### config.mk
export PLATFORM = sky130hd
export DESIGN_NAME = scb_sio
export DESIGN_NICKNAME = d
export VERILOG_FILES = /design/src/core/scb_pkg.sv /design/src/core/scb_shift_if.sv /design/src/core/scb_sio.sv /design/src/core/scb_shifter.sv
export SDC_FILE = /design/constraint.sdc
export NUM_CORES = 1
export LEC_CHECK = 0
export ABC_AREA = 1
export BUFFER_PORTS_ARGS = -buffer_cell sky130_fd_sc_hd__buf_4
export CORE_MARGIN = 1.5
export CORE_UTILIZATION = 45
export DETAILED_ROUTE_END_ITERATION = 16
export PLACE_DENSITY = 0.69
export SYNTH_ARGS = -nofsm -noshare
export SYNTH_HDL_FRONTEND = slang
export SYNTH_SLANG_ARGS = --single-unit
### constraint.sdc
create_clock -name clk_in -period 4.5 [get_ports clk_in]
set_input_delay 1.35 -clock clk_in [delete_from_list [all_inputs] [get_ports clk_in]]
set_output_delay 1.35 -clock clk_in [all_outputs]
set_load 0.005 [all_outputs]
### src/core/scb_pkg.sv
// Package for the serial clock select and data buffer block.
// Holds register offsets, field positions, reset values and enumerations.
// Assumes every module that uses it imports the whole package.

package scb_pkg;

  // ---------------------------------------------------------------
  // Register byte offsets
  // ---------------------------------------------------------------
  localparam logic [7:0] SCB_ADDR_CTRL = 8'h00;
  localparam logic [7:0] SCB_ADDR_MODE = 8'h04;
  localparam logic [7:0] SCB_ADDR_DATA = 8'h08;
  localparam logic [7:0] SCB_ADDR_STAT = 8'h0C;

  // ---------------------------------------------------------------
  // Field positions
  // ---------------------------------------------------------------
  localparam int SCB_CTRL_START_BIT = 7;
  localparam int SCB_CTRL_INH_BIT   = 5;
  localparam int SCB_CTRL_SCK_LSB   = 0;
  localparam int SCB_MODE_LSB       = 2;
  localparam int SCB_STAT_XFER_BIT  = 3;
  localparam int SCB_STAT_SHIFT_BIT = 2;

  // ---------------------------------------------------------------
  // Reset and fixed read values
  // ---------------------------------------------------------------
  localparam logic [2:0]  SCB_SCK_RST    = 3'h0;
  localparam logic [7:0]  SCB_BYTE_RST   = 8'h00;
  localparam logic [31:0] SCB_MODE_FILL  = 32'h0000_00F3;
  localparam logic [31:0] SCB_STAT_FILL  = 32'h0000_00F3;
  localparam logic [31:0] SCB_READ_ZERO  = 32'h0000_0000;

  // ---------------------------------------------------------------
  // Clock select and transfer counts
  // ---------------------------------------------------------------
  localparam logic [2:0] SCB_SCK_EXT   = 3'h7;
  localparam int         SCB_N_BASE    = 3;
  localparam int         SCB_DIV_W     = 9;
  localparam logic [2:0] SCB_LAST_BIT  = 3'h7;

  typedef enum logic [1:0] {
    SCB_MODE_PORT,
    SCB_MODE_SIO,
    SCB_MODE_I2C,
    SCB_MODE_RSVD
  } scb_mode_t;

  typedef enum logic {
    SCB_ST_IDLE,
    SCB_ST_SHIFT
  } scb_state_t;

endpackage : scb_pkg

### src/core/scb_shift_if.sv
// Interface between the register and clock logic and the shift engine.
// Assumes both ends run on the same clock.

`timescale 1ns/1ps
`default_nettype none

interface scb_shift_if;
  logic       start;    // One-cycle request to begin a byte.
  logic       stop;     // Level that aborts or forbids a transfer.
  logic       fall;     // Shift clock falling edge event.
  logic       rise;     // Shift clock rising edge event.
  logic       si;       // Synchronised serial input.
  logic [7:0] tx_byte;  // Byte to be sent.
  logic       busy;     // Engine is shifting.
  logic       done;     // One-cycle pulse at end of byte.
  logic       so;       // Serial output bit.
  logic [7:0] rx_byte;  // Last byte received.

  modport ctl (output start, stop, fall, rise, si, tx_byte,
               input  busy, done, so, rx_byte);
  modport eng (input  start, stop, fall, rise, si, tx_byte,
               output busy, done, so, rx_byte);
endinterface : scb_shift_if

`default_nettype wire

### src/core/scb_sio.sv
// Clock-synchronous 8-bit serial block: clock select, mode and data buffer.
// Assumes a single system clock and a register port with one-cycle strobes.
//
// Behaviour
// RULE_01 - The clock select code 000..110 gives fsys divided by 2^n with n = 3..9, and 111 picks the external clock.
// RULE_02 - After reset and before a mode is chosen the lowest clock select bit reads as one.
// RULE_03 - Once the serial mode is chosen the lowest clock select bit reads its stored value, zero after reset.
// RULE_04 - Software clears the start bit and sets the inhibit bit before changing mode or clock select.
// RULE_05 - Reading the data buffer gives the last received byte, writing it loads the next byte to send.
// RULE_06 - The mode field selects port mode 00, serial mode 01, bus mode 10, with 11 reserved.
// RULE_07 - Data buffer bits 31..8 read zero and both byte fields clear on reset.

`timescale 1ns/1ps
`default_nettype none

module scb_sio
  import scb_pkg::*;
(
  input  wire logic        clk_in,        // System clock, 25 MHz.
  input  wire logic        rst_in,        // Synchronous reset, active high.
  input  wire logic        ce_in,         // Clock enable, freezes state when low.
  input  wire logic [7:0]  addr_in,       // Register byte address.
  input  wire logic [31:0] wdata_in,      // Register write data.
  input  wire logic        wr_in,         // Write strobe.
  input  wire logic        rd_in,         // Read strobe.
  output logic      [31:0] rdata_out,     // Read data, cycle after strobe.
  input  wire logic        sck_in,        // Shift clock pin, input side.
  output logic             sck_out,       // Shift clock pin, output side.
  output logic             sck_oe_n_out,  // Shift clock drive, low drives.
  input  wire logic        si_in,         // Serial data input pin.
  output logic             so_out         // Serial data output pin.
);

  // ---------------------------------------------------------------
  // Declarations
  // ---------------------------------------------------------------
  scb_shift_if sh ();

  logic                 start_q;
  logic                 inhibit_q;
  logic [2:0]           sck_sel;
  scb_mode_t            mode_q;
  logic                 sio_chosen;
  logic [7:0]           tx_q;
  logic [31:0]          rdata_q;
  logic [SCB_DIV_W-1:0] div_cnt;
  logic                 sck_q;
  logic                 sck_oe_n_q;
  logic                 sck_s1;
  logic                 sck_s2;
  logic                 sck_s3;
  logic                 si_s1;
  logic                 si_s2;
  logic                 ext_clk;
  logic                 tick;
  logic                 wr_ctrl;
  logic                 wr_mode;
  logic                 wr_data;
  logic                 next_start;
  logic                 next_inhibit;
  logic [2:0]           sck_rd;

  // ---------------------------------------------------------------
  // Functions
  // ---------------------------------------------------------------

  // Half period in system clocks for a divide by 2^n, n = code + 3.
  function automatic logic [SCB_DIV_W-1:0] half_count(input logic [2:0] code);
    logic [3:0] n;
    n = 4'(code) + 4'(SCB_N_BASE);
    half_count = SCB_DIV_W'(1) << (n - 4'h1);
  endfunction : half_count

  // Write strobe decode for one register offset.
  function automatic logic hit(input logic strobe, input logic [7:0] addr, input logic [7:0] off);
    hit = strobe && (addr == off);
  endfunction : hit

  // ---------------------------------------------------------------
  // Write decode
  // ---------------------------------------------------------------

  // Each write hits at most one register; unmapped writes do nothing.
  assign wr_ctrl = hit(wr_in, addr_in, SCB_ADDR_CTRL);
  assign wr_mode = hit(wr_in, addr_in, SCB_ADDR_MODE);
  assign wr_data = hit(wr_in, addr_in, SCB_ADDR_DATA);

  assign next_start   = wdata_in[SCB_CTRL_START_BIT];
  assign next_inhibit = wdata_in[SCB_CTRL_INH_BIT];

  // The external code bypasses the divider. [RULE_01]
  assign ext_clk = (sck_sel == SCB_SCK_EXT);

  // ---------------------------------------------------------------
  // Control register
  // ---------------------------------------------------------------

  // Clock select is taken as written; the divider is not resynchronised
  // because software stops the transfer before changing it. [RULE_04]
  always_ff @(posedge clk_in) begin
    if (rst_in) begin
      sck_sel <= SCB_SCK_RST;
    end else if (ce_in && wr_ctrl) begin
      sck_sel <= wdata_in[SCB_CTRL_SCK_LSB +: 3]; // [RULE_01]
    end
  end

  // Inhibit is a plain software level.
  always_ff @(posedge clk_in) begin
    if (rst_in) begin
      inhibit_q <= 1'b1;
    end else if (ce_in && wr_ctrl) begin
      inhibit_q <= next_inhibit;
    end
  end

  // Start reads one while a byte is under way and clears itself at the
  // end. A new write of one in the same cycle as the end wins.
  always_ff @(posedge clk_in) begin
    if (rst_in) begin
      start_q <= 1'b0;
    end else if (ce_in) begin
      if (wr_ctrl) begin
        start_q <= next_start && !next_inhibit;
      end else if (sh.done || sh.stop) begin
        start_q <= 1'b0;
      end
    end
  end

  // ---------------------------------------------------------------
  // Mode register
  // ---------------------------------------------------------------

  // Mode codes follow the enumeration; 11 is stored but acts as port mode.
  always_ff @(posedge clk_in) begin
    if (rst_in) begin
      mode_q <= SCB_MODE_PORT;
    end else if (ce_in && wr_mode) begin
      mode_q <= scb_mode_t'(wdata_in[SCB_MODE_LSB +: 2]); // [RULE_06]
    end
  end

  // Sticky once serial mode has been chosen; only reset clears it.
  always_ff @(posedge clk_in) begin
    if (rst_in) begin
      sio_chosen <= 1'b0;
    end else if (ce_in && wr_mode && (wdata_in[SCB_MODE_LSB +: 2] == SCB_MODE_SIO)) begin
      sio_chosen <= 1'b1; // [RULE_03]
    end
  end

  // ---------------------------------------------------------------
  // Data buffer
  // ---------------------------------------------------------------

  // Transmit byte; reading never returns it, so it only feeds the engine.
  always_ff @(posedge clk_in) begin
    if (rst_in) begin
      tx_q <= SCB_BYTE_RST; // [RULE_07]
    end else if (ce_in && wr_data) begin
      tx_q <= wdata_in[7:0]; // [RULE_05]
    end
  end

  // ---------------------------------------------------------------
  // Pin synchronisers
  // ---------------------------------------------------------------

  // Two stages on each pin; the third clock stage only serves edge detect.
  always_ff @(posedge clk_in) begin
    if (rst_in) begin
      sck_s1 <= 1'b1;
      sck_s2 <= 1'b1;
      sck_s3 <= 1'b1;
      si_s1  <= 1'b1;
      si_s2  <= 1'b1;
    end else if (ce_in) begin
      sck_s1 <= sck_in;
      sck_s2 <= sck_s1;
      sck_s3 <= sck_s2;
      si_s1  <= si_in;
      si_s2  <= si_s1;
    end
  end

  // ---------------------------------------------------------------
  // Internal shift clock
  // ---------------------------------------------------------------

  // Divider runs only while a byte is under way, so the clock idles high
  // and every byte starts with a full half period.
  assign tick = sh.busy && !ext_clk && (div_cnt == half_count(sck_sel) - SCB_DIV_W'(1));

  always_ff @(posedge clk_in) begin
    if (rst_in) begin
      div_cnt <= '0;
    end else if (ce_in) begin
      if (!sh.busy || ext_clk || tick) begin
        div_cnt <= '0;
      end else begin
        div_cnt <= div_cnt + SCB_DIV_W'(1); // [RULE_01]
      end
    end
  end

  // Shift clock level, toggled at each half period.
  always_ff @(posedge clk_in) begin
    if (rst_in) begin
      sck_q <= 1'b1;
    end else if (ce_in) begin
      if (!sh.busy) begin
        sck_q <= 1'b1;
      end else if (tick) begin
        sck_q <= !sck_q;
      end
    end
  end

  // The pin is driven only in serial mode with an internal clock.
  always_ff @(posedge clk_in) begin
    if (rst_in) begin
      sck_oe_n_q <= 1'b1;
    end else if (ce_in) begin
      sck_oe_n_q <= !((mode_q == SCB_MODE_SIO) && !ext_clk); // [RULE_06]
    end
  end

  // ---------------------------------------------------------------
  // Engine connection
  // ---------------------------------------------------------------

  // Edge events come from the divider or from the synchronised pin.
  assign sh.fall    = ext_clk ? (sck_s3 && !sck_s2) : (tick && sck_q);
  assign sh.rise    = ext_clk ? (!sck_s3 && sck_s2) : (tick && !sck_q);
  assign sh.si      = si_s2;
  assign sh.tx_byte = tx_q;

  // A transfer begins only in serial mode and with inhibit clear.
  // A control write acts on the engine in its own cycle, so one write can
  // clear inhibit and start a byte; the stale inhibit would block it.
  assign sh.start = wr_ctrl && next_start && !next_inhibit && (mode_q == SCB_MODE_SIO) && !sh.busy;
  assign sh.stop  = (wr_ctrl ? next_inhibit : inhibit_q) || (mode_q != SCB_MODE_SIO);

  scb_shifter u_shifter (
    .clk_in (clk_in),
    .rst_in (rst_in),
    .ce_in  (ce_in),
    .sh     (sh.eng)
  );

  // ---------------------------------------------------------------
  // Read path
  // ---------------------------------------------------------------

  // Lowest select bit reads one until serial mode has been chosen.
  always_comb begin
    sck_rd    = sck_sel;
    sck_rd[0] = sio_chosen ? sck_sel[0] : 1'b1; // [RULE_02] [RULE_03]
  end

  // Read data is registered and stands for the one cycle after the strobe.
  // Unmapped addresses read zero.
  always_ff @(posedge clk_in) begin
    if (rst_in) begin
      rdata_q <= SCB_READ_ZERO;
    end else if (ce_in) begin
      rdata_q <= SCB_READ_ZERO;
      if (rd_in) begin
        case (addr_in)
          SCB_ADDR_CTRL: begin
            rdata_q[SCB_CTRL_START_BIT]     <= start_q;
            rdata_q[SCB_CTRL_INH_BIT]       <= inhibit_q;
            rdata_q[SCB_CTRL_SCK_LSB +: 3]  <= sck_rd;
          end
          SCB_ADDR_MODE: begin
            rdata_q                         <= SCB_MODE_FILL;
            rdata_q[SCB_MODE_LSB +: 2]      <= mode_q;
          end
          SCB_ADDR_DATA: begin
            rdata_q[7:0]                    <= sh.rx_byte; // [RULE_05] [RULE_07]
          end
          SCB_ADDR_STAT: begin
            rdata_q                         <= SCB_STAT_FILL;
            rdata_q[SCB_STAT_XFER_BIT]      <= sh.busy;
            rdata_q[SCB_STAT_SHIFT_BIT]     <= sh.busy;
          end
          default: rdata_q <= SCB_READ_ZERO;
        endcase
      end
    end
  end

  // ---------------------------------------------------------------
  // Outputs
  // ---------------------------------------------------------------

  // All pin and bus outputs come straight from flip-flops.
  assign rdata_out    = rdata_q;
  assign sck_out      = sck_q;
  assign sck_oe_n_out = sck_oe_n_q;
  assign so_out       = sh.so;

endmodule : scb_sio

`default_nettype wire

### src/core/scb_shifter.sv
// Eight-bit shift engine, least significant bit first.
// Assumes clock edge events arrive as one-cycle pulses from the caller.

`timescale 1ns/1ps
`default_nettype none

module scb_shifter
  import scb_pkg::*;
(
  input  wire logic clk_in,  // System clock.
  input  wire logic rst_in,  // Synchronous reset, active high.
  input  wire logic ce_in,   // Clock enable.
  scb_shift_if.eng  sh       // Link to the control logic.
);

  scb_state_t state;
  logic [7:0] shreg;
  logic [2:0] bit_cnt;
  logic       so_q;
  logic [7:0] rx_q;
  logic       done_q;
  logic       last_rise;

  // A byte ends on the rising edge that samples its eighth bit.
  assign last_rise = (state == SCB_ST_SHIFT) && sh.rise && (bit_cnt == SCB_LAST_BIT);
  assign sh.busy    = (state == SCB_ST_SHIFT);
  assign sh.so      = so_q;
  assign sh.rx_byte = rx_q;
  assign sh.done    = done_q;

  // Transfer state; a stop request drops back to idle at once.
  always_ff @(posedge clk_in) begin
    if (rst_in) begin
      state <= SCB_ST_IDLE;
    end else if (ce_in) begin
      case (state)
        SCB_ST_IDLE: begin
          if (sh.start && !sh.stop) begin
            state <= SCB_ST_SHIFT;
          end
        end
        SCB_ST_SHIFT: begin
          if (sh.stop || last_rise) begin
            state <= SCB_ST_IDLE;
          end
        end
        default: state <= SCB_ST_IDLE;
      endcase
    end
  end

  // Shift register and bit counter; data in on rising edges.
  always_ff @(posedge clk_in) begin
    if (rst_in) begin
      shreg   <= SCB_BYTE_RST;
      bit_cnt <= 3'h0;
    end else if (ce_in) begin
      if (state == SCB_ST_IDLE && sh.start) begin
        shreg   <= sh.tx_byte;
        bit_cnt <= 3'h0;
      end else if (state == SCB_ST_SHIFT && sh.rise) begin
        shreg   <= {sh.si, shreg[7:1]};
        bit_cnt <= bit_cnt + 3'h1;
      end
    end
  end

  // Output bit changes on falling edges so it is stable at the rise.
  always_ff @(posedge clk_in) begin
    if (rst_in) begin
      so_q <= 1'b1;
    end else if (ce_in) begin
      if (state == SCB_ST_IDLE && sh.start) begin
        so_q <= sh.tx_byte[0];
      end else if (state == SCB_ST_SHIFT && sh.fall) begin
        so_q <= shreg[0];
      end
    end
  end

  // Received byte is only replaced by a complete byte. [RULE_05]
  always_ff @(posedge clk_in) begin
    if (rst_in) begin
      rx_q   <= SCB_BYTE_RST;
      done_q <= 1'b0;
    end else if (ce_in) begin
      done_q <= last_rise && !sh.stop;
      if (last_rise && !sh.stop) begin
        rx_q <= {sh.si, shreg[7:1]};
      end
    end
  end

endmodule : scb_shifter

`default_nettype wire

# Word level (Yosys, flattened, before mapping)
# Cells that the tools add are included.
# word_totals
reg_bits	86
input_bits	47
word_cells	110
# op_classes
muxes	24
n_eq_ne	10
reduce_logical	48
n_bitwise	1
n_shift	1
n_addsub	5
# ops
operator	n
logical AND 1 bit	25
two-way mux 8 bit	3
equality test 8 x 4 -> 1 bit, second input constant	2
two-way mux 1 bit	12
case mux 3 bit (4 select lines)	1
AND reduction 2 bit	5
adder 9 x 1 -> 9 bit, second input constant	1
equality test 9 bit	1
two-way mux 9 bit	1
left shift 1 x 4 -> 9 bit, first input constant	1
subtractor 9 x 1 -> 9 bit, second input constant	1
equality test 8 x 3 -> 1 bit, second input constant	1
logical NOT 1 bit	8
logical NOT 8 bit	1
equality test 3 bit, second input constant	2
two-way mux 3 bit	2
case mux 1 bit (3 select lines)	2
case mux 2 bit (3 select lines)	1
nonzero test 2 bit	3
logical OR 1 bit	5
adder 3 x 2 -> 4 bit, second input constant	1
equality test 2 x 1 -> 1 bit, second input constant	2
case mux 1 bit (2 select lines)	2
subtractor 4 x 1 -> 4 bit, second input constant	1
5 further kinds	5

# Longest topological paths before layout
# logic_depth
word_depth	13
depth_mapped	20

# Cells and area by module
# From an unflattened synthesis, not the netlist that was laid out.
# hier_totals
hier_cells	522
area_unflattened_um2	3530.9
# modules_own_cells
mod	n_inst	area_per_inst_um2	cells_each
scb_sio	1	2424.8	347
scb_shifter	1	1106.1	175

# Worst setup path after synthesis
# Ideal clock, no wire load.
# synth_timing
path_type	input port to flip-flop
start	in addr_in[1]
end	reg u_shifter.shreg[3]
n_path_buf	1
t_arrival_ns	2.766
setup_slack_ns	1.619
path_stages	13
cell_sequence	nor2_1 -> nand3_1 -> nor2_2 -> nand3_1 -> nor3_4 -> nand2_4 -> buf_2 -> nand2_1 -> nand2_1 -> inv_1 -> nand3_1 -> nand2_1 -> nor2_1
# synth_between
elab_chain_cells	9
elab_cells_between_ends	10
cone_classes	mux: 1; reduce/logical: 9
# synth_rtl
element	line	text
start: declaration	scb_sio.sv:22	input wire logic [7:0] addr_in,
logical NOT 8 bit (*)	scb_sio.sv:76	hit = strobe && (addr == off);
logical AND 1 bit (*)	scb_sio.sv:76	
logical AND 1 bit (*) (4 in a row)	scb_sio.sv:242	assign sh.start = wr_ctrl && next_start && !next_inhibit && (mode_q == SCB_MODE_SIO) && !sh.busy;
logical AND 1 bit (*)	scb_shifter.sv:58	if (state == SCB_ST_IDLE && sh.start) begin
nonzero test 2 bit (no source line)	n/a	
AND reduction 2 bit (no source line)	n/a	
end signal: assignment	scb_shifter.sv:59	shreg <= sh.tx_byte;
end signal: assignment	scb_shifter.sv:62	shreg <= {sh.si, shreg[7:1]};
end: declaration	scb_shifter.sv:17	logic [7:0] shreg;
# Mark *: on every way between the ends. The rest lies on a longest branch, timed or not.
# A chain may end at the register's enable or synchronous reset.

# Worst setup path after layout
# layout_timing
start	reg sck_sel[1]
end	reg u_shifter.bit_cnt[2]
# layout_between
elab_chain_cells	11
elab_cells_between_ends	14
cone_classes	add/sub: 3; eq/ne: 2; shift: 1; mux: 1; reduce/logical: 7
# layout_rtl
element	line	text
start: declaration	scb_sio.sv:41	logic [2:0] sck_sel;
start signal: assignment	scb_sio.sv:104	sck_sel <= wdata_in[SCB_CTRL_SCK_LSB +: 3];
adder 3 x 2 -> 4 bit	scb_sio.sv:70	n = 4'(code) + 4'(SCB_N_BASE);
subtractor 4 x 1 -> 4 bit	scb_sio.sv:71	half_count = SCB_DIV_W'(1) << (n - 4'h1);
left shift 1 x 4 -> 9 bit	scb_sio.sv:71	
subtractor 9 x 1 -> 9 bit	scb_sio.sv:193	assign tick = sh.busy && !ext_clk && (div_cnt == half_count(sck_sel) - SCB_DIV_W'(1));
equality test 9 bit	scb_sio.sv:193	
logical AND 1 bit	scb_sio.sv:193	
logical AND 1 bit	scb_sio.sv:235	assign sh.rise = ext_clk ? (!sck_s3 && sck_s2) : (tick && !sck_q);
two-way mux 1 bit (*)	scb_sio.sv:235	
logical AND 1 bit (*)	scb_shifter.sv:61	end else if (state == SCB_ST_SHIFT && sh.rise) begin
nonzero test 2 bit (no source line) (*)	n/a	
AND reduction 2 bit (no source line) (*)	n/a	
end signal: assignment	scb_shifter.sv:63	bit_cnt <= bit_cnt + 3'h1;
end: declaration	scb_shifter.sv:18	logic [2:0] bit_cnt;
# Marked as above.

==> results list <==
- The run finished with clean final reports.
- Max_cap viols: 0
- H-tree depth: 3
- Across every metal layer, demand over resource in global routing totals 19.7%.
- The die is 91.1 um wide.
- Setup Buffers After CTS: 0
* Via density per instance: 4.89
* Global-route wire length before repair: around 13,000 um
- Final Hold Fails: 0
- CTS Buffer Depth: 2
* TritonCTS clock tree: built
- Clock transition at the registers of the reported paths: about 0.07 ns
- The number of pins with negative max-slew slack in the final report was 0.
* Async S/R FF share, synth: 0%
* Startpoint-to-endpoint class of the critical path: flop to flop
- Synth Cell Area: 3490 sq um
- The floorplan has 31 rows.
* Clock period minus final worst setup slack: 3.40 ns
- For the worst-skew pair, the clock arrives at the later sink with an insertion delay of 0.35 ns.
- Based on the critical path, the design can be clocked at up to 294 MHz.
- For this block, the initial DRC count from the detailed router was roughly 220.
* Most area-hungry cell type in the Yosys netlist: sky130_fd_sc_hd__dfxtp_1
- Most used standard cells in the synthesized netlist: sky130_fd_sc_hd__nand2_1, sky130_fd_sc_hd__nor2_1, sky130_fd_sc_hd__dfxtp_1, sky130_fd_sc_hd__inv_1, sky130_fd_sc_hd__nand3_1
- Cell area after placement: between 3000 and 4000 sq um
- Critical Path, Cell by Cell: inv_2 > ha_1 > nor2_1 > nand3_1 > ha_1 > or2_2 > nand3_1 > nand3_1 > nand2_1 > nand2_1 > nor2_2 > nand3_2 > nand2_2 > nand2_1 > nand2_2 > nand3_1 > nand2_1 > nor2_1
* Fraction of layout cells with a size suffix above 1: 11.7%
* Share of Yosys cell area claimed by the top area cell type: 35.6%
- Netlist cell types: 37
- At the worst endpoint, the arrival time is 3.64 ns.
- Compared with the post-synthesis result, the final layout area differs by 11.4%.
- Count leader, synth: sky130_fd_sc_hd__nand2_1
- In this run the clock root is driven by a sky130_fd_sc_hd__clkbuf_8.
* GR Overflow Total: 0
* Cell at the slowest stage of the critical path: sky130_fd_sc_hd__dfxtp_1
* Global placement routability congestion: about 0.84
- Endpoint class of the critical path: flop
* Total leakage power: 0.00172 uW
- Area of the multi-input gates: 1830 sq um
- Setup violations remaining at the end of the flow were counted as 0.
* Net count reported at finish: 599
* Number of enable-type register cells in the synthesized netlist: 0
- Yosys Warn Count: 0
- In the synthesized netlist the dominant register cell turns out to be sky130_fd_sc_hd__dfxtp_1.
* Setup repair after global routing missed its margin: false
- Fill count: 748
- Post-route cell area: between 3000 and 4000 sq um
- At the end of the flow the core is filled with cells to between 50% and 60%.
* Synthesized instance count: 516
- Final setup skew: 0.00515 ns
* Total clock buffers created by CTS: 9
- After routing, the total negative slack on setup checks comes to 0 ns.
- Startpoint types: flop
- Input and output buffers added on the ports amount to 33.
- Top area cells in the synthesized netlist: sky130_fd_sc_hd__dfxtp_1, sky130_fd_sc_hd__nand2_1, sky130_fd_sc_hd__nor2_1
- IR analysis of the VDD net gives a maximum drop of approximately 150 uV.
- Number of synthesized register bits: 62
- Sequential-to-total area share from yosys stat: 35.6%
- For the worst setup path, the data required time is 4.74 ns.
- For the pin with the worst max-slew slack, the measured transition is 0.777 ns.
- The worst pin sits at a relative slew slack of between 40% and 50%.
- CP max FO: 22
- Initial antenna violation count: 0
- Placeable core area: 7370 sq um
* Number of antenna diodes: 0
- Wires add up to 7800 um.
- Chip Height: between 90 and 100 um
* DP HPWL: 5550 um
- Gates resized during post-CTS repair numbered 0.
* Die ar.: roughly 8300 sq um
- The first detailed-routing pass took 4 iterations.
- Entering global routing, the biggest net connects 38 pins.
- Total power for the finished layout comes to approximately 1200 uW.
* Post-DR wirelength/cell: 12.1 um
- Hold buffer count at cts: 0
* Hold Crit Class: flop to flop
* Slowest Stage Delay on Critical Path: 0.55 ns
- Detailed routing inserted a total of 3,166 vias.
* Sinks on the clock net: 62
- Starting density of the core: 47.4%
- Number of nets still failing antenna checks after routing: 0
* Power density over the cells: 296 nW/um^2
* Residual DRC: 0
* Sequential cell area in the final layout: approximately 1200 sq um
- Share of the clock period used by the worst path: 75.5%
* Mean area per synthesized cell: about 6.8 sq um
* Top-Level Pins: between 80 and 90
- Vias in the first global route: 2,889
-- layer usage --
metal	wire length (um)	track usage (%)	up-vias	part of all wire [%]
met5	0	0	-	0
met4	136	8.20	0	1.7
met3	527	5.44	11	6.8
met2	3550	31.7	99	45
met1	3590	24.7	1399	46
li1	-	-	1657	-
-- worst max-delay path, delay by kind of cell, from the launching register on --
kind,cells,cell delay (ns)
adder cells (fa/ha/maj),2,0.59
AND/OR/NAND/NOR,15,2.02
buffers and inverters,1,0.14
flip-flops,1,0.55
-- state kept, by name (all words and copies together) (netlist names), 2 cells and up --
register and flops:
mode_q 2, u_shifter.shreg 8, sh.tx_byte 8, u_shifter.sh.rx_byte 8, u_shifter.bit_cnt 3, sck_sel 3, rdata_out 8, div_cnt 9
-- cell type report --
type	instances	area share, %
Clock buffer	10	3.28
Clock inverter	6	2.22
Inverter	57	5.50
Multi-Input combinational cell	378	47.1
Sequential cell	62	31.9
Tap cell	99	3.19
Timing Repair Buffer	35	6.76
-- where the power goes --
group | internal (uW) | switching (uW) | leakage, uW
Sequential | 553 | 2.88 | 0.000501
Combinational | 21.4 | 40.5 | 0.00111
Clock | 311 | 223 | 0.000106
-- cells by family after synthesis --
| kind of cell | share of synthesized area [%] |
|---|---|
| AOI/OAI and AO/OA | 11.3 |
| other | 0.107 |
| buffers and inverters | 14.4 |
| xor gates and xnor gates | 2.76 |
| and+or+nand+nor | 32.6 |
| adders and majority gates | 3.23 |
| DFF | 35.6 |
-- per-stage QoR --
step                      setup WS (ns)  std cells  hold WS (ns)
after detailed placement           1.02        631         0.449
after global routing              0.842        647         0.492
after global placement             1.06        631         0.444
after floorplan                    1.62        539         0.429
after CTS                          1.11        647         0.465
final                              1.10        647         0.461
-- placed cells by master (no fill, tap or decap), types with 5 or more instances in the layout --
master,count
sky130_fd_sc_hd__a21oi_1,35
sky130_fd_sc_hd__buf_4,35
sky130_fd_sc_hd__clkbuf_8,9
sky130_fd_sc_hd__conb_1,24
sky130_fd_sc_hd__dfxtp_1,62
sky130_fd_sc_hd__ha_1,9
sky130_fd_sc_hd__inv_1,53
sky130_fd_sc_hd__nand2_1,120
sky130_fd_sc_hd__nand3_1,45
sky130_fd_sc_hd__nor2_1,67
sky130_fd_sc_hd__nor3_1,17
sky130_fd_sc_hd__o211ai_1,5
sky130_fd_sc_hd__o21ai_0,18
sky130_fd_sc_hd__xnor2_1,5
sky130_fd_sc_hd__xor2_1,6
-- worst paths after layout --
| kind | startpoint | endpoint | slack [ns] | cells past startpoint |
|---|---|---|---|---|
| max | sck_sel[1] | u_shifter.bit_cnt[2] | 1.10 | 18 |
| min | sck_s1 | sck_s1 | 0.46 | 2 |
| max reg2reg | sck_sel[1] | u_shifter.bit_cnt[2] | 1.10 | 18 |
| min reg2reg | sck_s1 | sck_s1 | 0.46 | 2 |
Power figures use the tool's default switching activity.
